$ cat src/core/crs_pkg.sv
// Constants, types and the rate table for the conversion rate scheduler
package crs_pkg;
    // Register pointer addresses and reset value
    localparam logic [7:0] CRS_RATE_ADDR = 8'h0b;
    localparam logic [7:0] CRS_ONESHOT_ADDR = 8'h0f;
    localparam logic [7:0] CRS_RATE_RESET = 8'h07;
    localparam logic [7:0] CRS_READ_ZERO = 8'h00;
    // Rate code field: low three bits select, upper five must be zero
    localparam int CRS_CODE_LSB = 0;
    localparam int CRS_CODE_MSB = 2;
    localparam int CRS_UPPER_LSB = 3;
    localparam int CRS_UPPER_MSB = 7;
    localparam logic [2:0] CRS_FASTEST_CODE = 3'h7;
    // Serial target address of the triple-remote variant as wired by default
    localparam logic [6:0] CRS_TARGET_ADDR = 7'h4c;
    // Time base: one tick per millisecond
    localparam int CRS_CLK_MHZ = 50;
    localparam int CRS_TICK_US = 1000;
    localparam int CRS_TICK_CYCLES = CRS_TICK_US * CRS_CLK_MHZ;
    // Fixed length of one channel conversion
    localparam int CRS_CONV_MS = 125;
    localparam logic [6:0] CRS_CONV_LAST = 7'(CRS_CONV_MS - 1);
    // Sequence period per rate code, 16 s down to 125 ms
    localparam logic [14:0] CRS_PERIOD_MS [8] = '{
        15'h3e80, 15'h1f40, 15'h0fa0, 15'h07d0,
        15'h03e8, 15'h01f4, 15'h00fa, 15'h007d
    };
    localparam logic [14:0] CRS_SEQ_MS_MAX = 15'h7fff;
    localparam int CRS_NUM_CH = 4;
    // Register access request from the serial engine
    typedef struct packed {
        logic wr;
        logic rd;
        logic [7:0] addr;
        logic [7:0] wdata;
    } crs_reg_req_t;
    // Channel enables, bit 0 local then remote one to three
    typedef struct packed {
        logic remote_three_enable;
        logic remote_two_enable;
        logic remote_one_enable;
        logic local_channel_enable;
    } crs_chan_en_t;
    typedef enum logic [1:0] {CRS_IDLE, CRS_CONV, CRS_SHUT} crs_state_t;
endpackage : crs_pkg

$ cat src/core/crs_tick_div.sv
// Divider that makes a one-cycle enable pulse every CYCLES clocks
`timescale 1ns/1ps
module crs_tick_div #(
    parameter int CYCLES = 50000
) (
    // Clock and reset
    input wire logic sys_clk,
    input wire logic resetn,
    // Enable pulse
    output logic tick
);
    logic [16:0] cnt_q;

    // Free-running count; wraps so the pulse period is exact
    always_ff @(posedge sys_clk) begin
        if (!resetn) begin
            cnt_q <= 17'h00000;
            tick <= 1'b0;
        end else if (cnt_q == 17'(CYCLES - 1)) begin
            cnt_q <= 17'h00000;
            tick <= 1'b1;
        end else begin
            cnt_q <= cnt_q + 17'h00001;
            tick <= 1'b0;
        end
    end
endmodule : crs_tick_div

$ cat src/core/crs_scheduler.sv
// Conversion rate register and measurement sequence pacing
`timescale 1ns/1ps
// What this block does
// (RULE1) Rate register at 0Bh, resets to 07h
// (RULE2) Rate changes idle time, never conversion length
// (RULE3) One-shot in idle starts sequence at once
// (RULE4) Codes 0..7 give 1/16 to 8 per second
// (RULE5) Code 6 slows with three or four channels
// (RULE6) Code 7 slows with two or more channels
// (RULE7) Answers serial target address 1001 100
// (RULE8) Order local, remote one to three, wait
// (RULE9) Shutdown finishes sequence, clearing resumes
// (RULE10) One-shot while shut down, then shut again
// (RULE11) Disabled channels are skipped in sequence
// (RULE12) Undefined codes act as the fastest setting
module crs_scheduler #(
    parameter int TICK_CYCLES = crs_pkg::CRS_TICK_CYCLES
) (
    // Clock and reset
    input wire logic sys_clk,
    input wire logic resetn,
    // Register access from the serial engine
    input crs_pkg::crs_reg_req_t reg_req,
    output logic [7:0] reg_rdata,
    // Serial address match
    input wire logic [6:0] target_addr,
    output logic addr_hit,
    // Configuration bits from the other configuration registers
    input wire logic shutdown_request,
    input crs_pkg::crs_chan_en_t chan_en,
    // Converter control and status
    output logic conv_start,
    output logic [1:0] conv_channel,
    output logic busy,
    output logic seq_done
);
    import crs_pkg::*;

    logic [7:0] rate_q;
    logic [2:0] code;
    logic [14:0] period_ms;
    logic ms_tick;
    crs_state_t st_q;
    logic [1:0] ch_q;
    logic [6:0] conv_ms_q;
    logic [14:0] seq_ms_q;
    logic [3:0] en;
    logic [2:0] first_ch;
    logic [2:0] next_ch;
    logic oneshot_wr;
    logic conv_done;
    logic idle_over;
    logic begin_seq;
    logic to_shut;

    // Lowest enabled channel at or above a start index; bit 2 flags a find
    function automatic logic [2:0] find_ch(input logic [3:0] mask, input logic [2:0] from);
        logic [2:0] r;
        r = 3'h0;
        for (int i = CRS_NUM_CH - 1; i >= 0; i--) begin
            if (mask[i] && 3'(i) >= from) begin
                r = {1'b1, 2'(i)};
            end
        end
        return r;
    endfunction : find_ch

    crs_tick_div #(.CYCLES(TICK_CYCLES)) u_tick (
        .sys_clk(sys_clk),
        .resetn(resetn),
        .tick(ms_tick)
    );

    // Address match is a plain compare, the strap-free default wiring
    assign addr_hit = (target_addr == CRS_TARGET_ADDR); // [RULE7]

    // Rate register write; stored as written so readback is faithful
    always_ff @(posedge sys_clk) begin
        if (!resetn) begin
            rate_q <= CRS_RATE_RESET; // [RULE1]
        end else if (reg_req.wr && reg_req.addr == CRS_RATE_ADDR) begin
            rate_q <= reg_req.wdata; // [RULE1]
        end
    end

    // Readback; other pointers read zero here
    always_ff @(posedge sys_clk) begin
        if (!resetn) begin
            reg_rdata <= CRS_READ_ZERO;
        end else if (reg_req.rd) begin
            reg_rdata <= (reg_req.addr == CRS_RATE_ADDR) ? rate_q : CRS_READ_ZERO; // [RULE1]
        end
    end

    // Rate decode; undefined codes are clamped to the fastest period
    always_comb begin
        if (rate_q[CRS_UPPER_MSB:CRS_UPPER_LSB] != 5'h00) begin
            code = CRS_FASTEST_CODE; // [RULE12]
        end else begin
            code = rate_q[CRS_CODE_MSB:CRS_CODE_LSB];
        end
        period_ms = CRS_PERIOD_MS[code]; // [RULE4]
    end

    // Sequencing decisions
    always_comb begin
        en = chan_en; // [RULE11]
        first_ch = find_ch(en, 3'h0); // [RULE8]
        next_ch = find_ch(en, {1'b0, ch_q} + 3'h1); // [RULE8] [RULE11]
        oneshot_wr = reg_req.wr && reg_req.addr == CRS_ONESHOT_ADDR;
        conv_done = st_q == CRS_CONV && ms_tick && conv_ms_q == CRS_CONV_LAST; // [RULE2]
        // Period is timed from sequence start, so long sequences leave no idle
        idle_over = seq_ms_q >= period_ms; // [RULE5] [RULE6]
        begin_seq = (st_q == CRS_IDLE && (oneshot_wr || (!shutdown_request && idle_over)))
            || (st_q == CRS_SHUT && (oneshot_wr || !shutdown_request)); // [RULE3] [RULE9] [RULE10]
        to_shut = st_q == CRS_IDLE && !oneshot_wr && shutdown_request; // [RULE9]
    end

    // Sequence state and channel pointer
    always_ff @(posedge sys_clk) begin
        if (!resetn) begin
            st_q <= CRS_IDLE;
            ch_q <= 2'h0;
        end else begin
            unique case (st_q)
                CRS_CONV: begin
                    if (conv_done && next_ch[2]) begin
                        ch_q <= next_ch[1:0]; // [RULE8]
                    end else if (conv_done) begin
                        // Sequence ends here even if shutdown arrived mid-way
                        st_q <= shutdown_request ? CRS_SHUT : CRS_IDLE; // [RULE9] [RULE10]
                    end
                end
                CRS_IDLE, CRS_SHUT: begin
                    if (begin_seq && first_ch[2]) begin
                        st_q <= CRS_CONV; // [RULE3]
                        ch_q <= first_ch[1:0];
                    end else if (to_shut) begin
                        st_q <= CRS_SHUT; // [RULE9]
                    end else if (begin_seq) begin
                        // Nothing enabled: wait a full period again
                        st_q <= CRS_IDLE;
                    end
                end
                // Unused encoding: fall back to a clean idle
                default: begin
                    st_q <= CRS_IDLE;
                end
            endcase
        end
    end

    // Conversion timer, identical for every rate code
    always_ff @(posedge sys_clk) begin
        if (!resetn || begin_seq || conv_done) begin
            conv_ms_q <= 7'h00; // [RULE2]
        end else if (st_q == CRS_CONV && ms_tick) begin
            conv_ms_q <= conv_ms_q + 7'h01;
        end
    end

    // Time since sequence start; reset value forces a start at once
    always_ff @(posedge sys_clk) begin
        if (!resetn) begin
            seq_ms_q <= CRS_SEQ_MS_MAX;
        end else if (begin_seq) begin
            seq_ms_q <= 15'h0000;
        end else if (ms_tick && seq_ms_q != CRS_SEQ_MS_MAX) begin
            seq_ms_q <= seq_ms_q + 15'h0001;
        end
    end

    // Converter strobes
    always_ff @(posedge sys_clk) begin
        if (!resetn) begin
            conv_start <= 1'b0;
            seq_done <= 1'b0;
        end else begin
            conv_start <= (begin_seq && first_ch[2]) || (conv_done && next_ch[2]);
            seq_done <= conv_done && !next_ch[2];
        end
    end

    assign busy = st_q == CRS_CONV;
    assign conv_channel = ch_q;
endmodule : crs_scheduler

$ cat config.mk
export PLATFORM = sky130hd
export DESIGN_NAME = crs_scheduler
export DESIGN_NICKNAME = d
export VERILOG_FILES = /design/src/core/crs_pkg.sv /design/src/core/crs_tick_div.sv /design/src/core/crs_scheduler.sv
export SDC_FILE = /design/constraint.sdc
export NUM_CORES = 1
export LEC_CHECK = 0
export BUFFER_PORTS_ARGS = -buffer_cell sky130_fd_sc_hd__buf_2
export CORE_UTILIZATION = 50
export CTS_CLUSTER_SIZE = 20
export DETAILED_ROUTE_END_ITERATION = 10
export HOLD_SLACK_MARGIN = 0.05
export PLACE_DENSITY = 0.81
export RECOVER_POWER = 50
export REMOVE_ABC_BUFFERS = 1
export SLEW_MARGIN = 10
export SYNTH_ARGS = -nofsm -noshare
export SYNTH_HDL_FRONTEND = slang
export SYNTH_SLANG_ARGS = --single-unit
$ cat constraint.sdc
create_clock -name sys_clk -period 6.6 [get_ports sys_clk]
set_input_delay 0.99 -clock sys_clk [delete_from_list [all_inputs] [get_ports sys_clk]]
set_output_delay 0.99 -clock sys_clk [all_outputs]
set_load 0.01 [all_outputs]
==> run summary <==
Detailed Routing Iterations Pass 1: 4
Top cell type by total area after synthesis: dfxtp_1
Crit. End Element: flip-flop
Skew final: 0.00628 ns
Top cells by area, synth: dfxtp_1 39%, ha_1 7.0%, xor2_1 6.3%
Routed WL: 6630 um
Routability-driven placement congestion ratio: 0.827
Seq/Total Area, Yosys: 38.7%
Cell Rows: 28
Post-route antenna net violation count: 0
CTS tree: built
H-tree depth: 3
Hold Fails Final Rpt: 0
Number of CTS-inserted buffers: 9
Async set-reset flop share out of synthesis: 0%
Share of the synthesized area in the top cell type: 38.7%
Seq cells post-synth: 62
RSZ-0062 raised after global routing: false
Setup Viol. Count Final: 0
Final Instance Count excl. Fillers: 499
Number of global-route vias before repair: 2,544
Max Slew Vio Count: 0
IO buf count: 45
DRC viols: 0
Post-CTS Setup Repair Bufs: 0
Total die area: 0.00673 mm^2
Initial core utilization: 52.9%
Post-synth cell types: 50
DR top layer: met4
Worst R2R Path Depth: 12
Post-synth EDFFs: 0
I/O Pins: 46
Hold_sp: u_tick.cnt_q[0]
Startpoint type of the worst setup path: flip-flop
Worst R2R Setup Slack: 3.09 ns
Number of DRC markers in iteration 0: 109
Clock Tree Buf Depth: 2
Relative slew slack: 38.7%
CTS resizes: 0
Synth warnings: 0
VDD IR-drop max: 0.221 mV
Detailed-route via count: 2,738
Final-stage net count: 469
Worst Path Required: 6.77 ns
Syn_area_per_cell: 8.45 um^2
CP Max Fanout: 15
Commonest non-fill, non-tap cell in the layout: dfxtp_1
Worst setup path class: flip-flop to flip-flop
CTS root buffer: clkbuf_8
Clock latency on the worst-skew pair: 0.34 ns
Ratio of cells with drive above 1 in the final layout: 12.3%
Status: complete, no violations
Pin count of the biggest net entering global routing: 25
Gr ovfl total: 0
F_max: 285 MHz
Synth Cell Area: 0.00320 mm^2
Wire length per cell: 13.3 um
Synth Instances: 379
# hold bufs at CTS: 0
Hold path endpoint: u_tick.cnt_q[0]
Maxcap violations: 0
Minimum clock period: 3.51 ns
Final HPWL DP: 4800 um
Core area: 0.00606 mm^2
Slew of the pin with the lowest slew margin: 0.919 ns
First-pass GRT wire length: 10,700 um
Die height: 82.1 um
Met2 wire len: 3330 um
Most used cells in the layout excluding fill and tap cells: 62 x dfxtp_1, 50 x nor2_1, 32 x buf_2
Initial antenna violation count: 0
Met1 Routed Length: 2860 um
Setup TNS: 0 ns
Gr usage total: 21.0%
Met3 WL post-DR: 322 um
Leak: 1.41 nW
Worst hold path class: flip-flop to flip-flop
Primary FF master, synth: dfxtp_1
RR Startpoint: rate_q[6]
Clk pin slew, worst setup/hold paths: 0.06 ns
Chip Width: 82.1 um
Cell area power density: 234 mW/mm^2
Layout Area Growth over Synthesis: 13.2%
Via-per-instance ratio: 5.49
Worst Path Arrival: 3.67 ns
Final period utilization: 53.2%
Worst reg2reg path endpoint: seq_ms_q[13]
Hold Crit Depth: 1
Clk sinks: 62
Placed Cells: 483
Diode count: 0
-- cell families after synthesis --
logic type	count (synthesis)	synth area share [%]
adders and majority gates	18	7.03
muxes	10	3.12
AOI/OAI and AO/OA	62	11.9
xor gates and xnor gates	33	9.02
and+or+nand+nor	165	25.8
buffers and inverters	29	4.29
DFF	62	38.7
-- where the power goes --
group          internal, mW  switching, mW
registers             0.388         0.0177
logic                0.0355         0.0443
clock network         0.222          0.140
total                 0.645          0.202
-- layout make-up --
type / count / area [um^2]
tap: 75 / 93.8
fill: 550 / 2430
clock buffer: 12 / 145
sequential: 62 / 1240
inverter: 13 / 48.8
timing repair buffer: 45 / 209
multi-input combinational: 288 / 1820
clock inverter: 4 / 70.1
-- state kept, by name, indices dropped and copies added (netlist names) --
name and count:
st_q 2, conv_start 1, reg_rdata 8, seq_ms_q 15
rate_q 8, u_tick.tick 1, conv_channel 2, conv_ms_q 7
seq_done 1, u_tick.cnt_q 17
-- worst max-delay path: stages (launching register included) --
cell	delay [ns]
dfxtp_1	0.33
nor3_1	0.41
nand2_1	0.20
or2_2	0.35
nor2_1	0.17
nand2_1	0.08
ha_1	0.32
nand4b_1	0.11
nor2_1	0.21
o2bb2ai_1	0.19
a311oi_2	0.09
nor2_1	0.64
o21ai_0	0.22
-- through the flow --
stage / power [mW] / util [%] / cell area (um^2) / worst slack [ns] / hold WS (ns)
2_1_floorplan: 0.461 / - / 3120 / 3.58 / 0.426
3_3_place_gp: 0.489 / 56.7 / 3430 / 3.34 / 0.440
3_5_place_dp: 0.492 / 56.7 / 3430 / 3.18 / 0.456
4_1_cts: 0.856 / 60.2 / 3650 / 3.10 / 0.467
5_1_grt: 0.884 / 59.8 / 3630 / 2.72 / 0.486
6_report: 0.847 / 59.8 / 3630 / 3.09 / 0.462
-- per-layer routing --
layer  up-vias  track usage (%)
li1       1404                -
met1      1260             23.5
met2        63             35.7
met3        11             7.67
met4         0             9.12
met5         -                0
-- Yosys cell counts (2+ instances only) --
library cell,count
a21o_1,2
o211ai_1,3
nand2b_1,12
o21ai_0,19
and4_1,4
nand3_1,26
and3_1,7
a21oi_1,23
ha_1,18
nor4_1,3
inv_1,12
nor2_1,50
nor2b_1,3
nand2_1,27
clkbuf_1,9
and2_1,2
xor2_1,23
dfxtp_1,62
xnor2_1,10
nor3_1,9
nand4_1,10
mux2i_1,10
or3_1,4
o221ai_1,2
buf_2,4
-- how the worst max path moves through the flow --
stage | start | endpoint | slack [ns] | cells after the start
detailed placement | rate_q[6] | seq_ms_q[9] | 3.18 | 12
finish | rate_q[6] | seq_ms_q[13] | 3.09 | 12
floorplan | rate_q[6] | conv_channel[0] | 3.58 | 12
global route | rate_q[6] | seq_ms_q[11] | 2.72 | 12
CTS | rate_q[6] | seq_ms_q[13] | 3.10 | 12
global placement | rate_q[6] | seq_ms_q[2] | 3.34 | 12
Note: power is estimated with default switching activity, not from simulation.
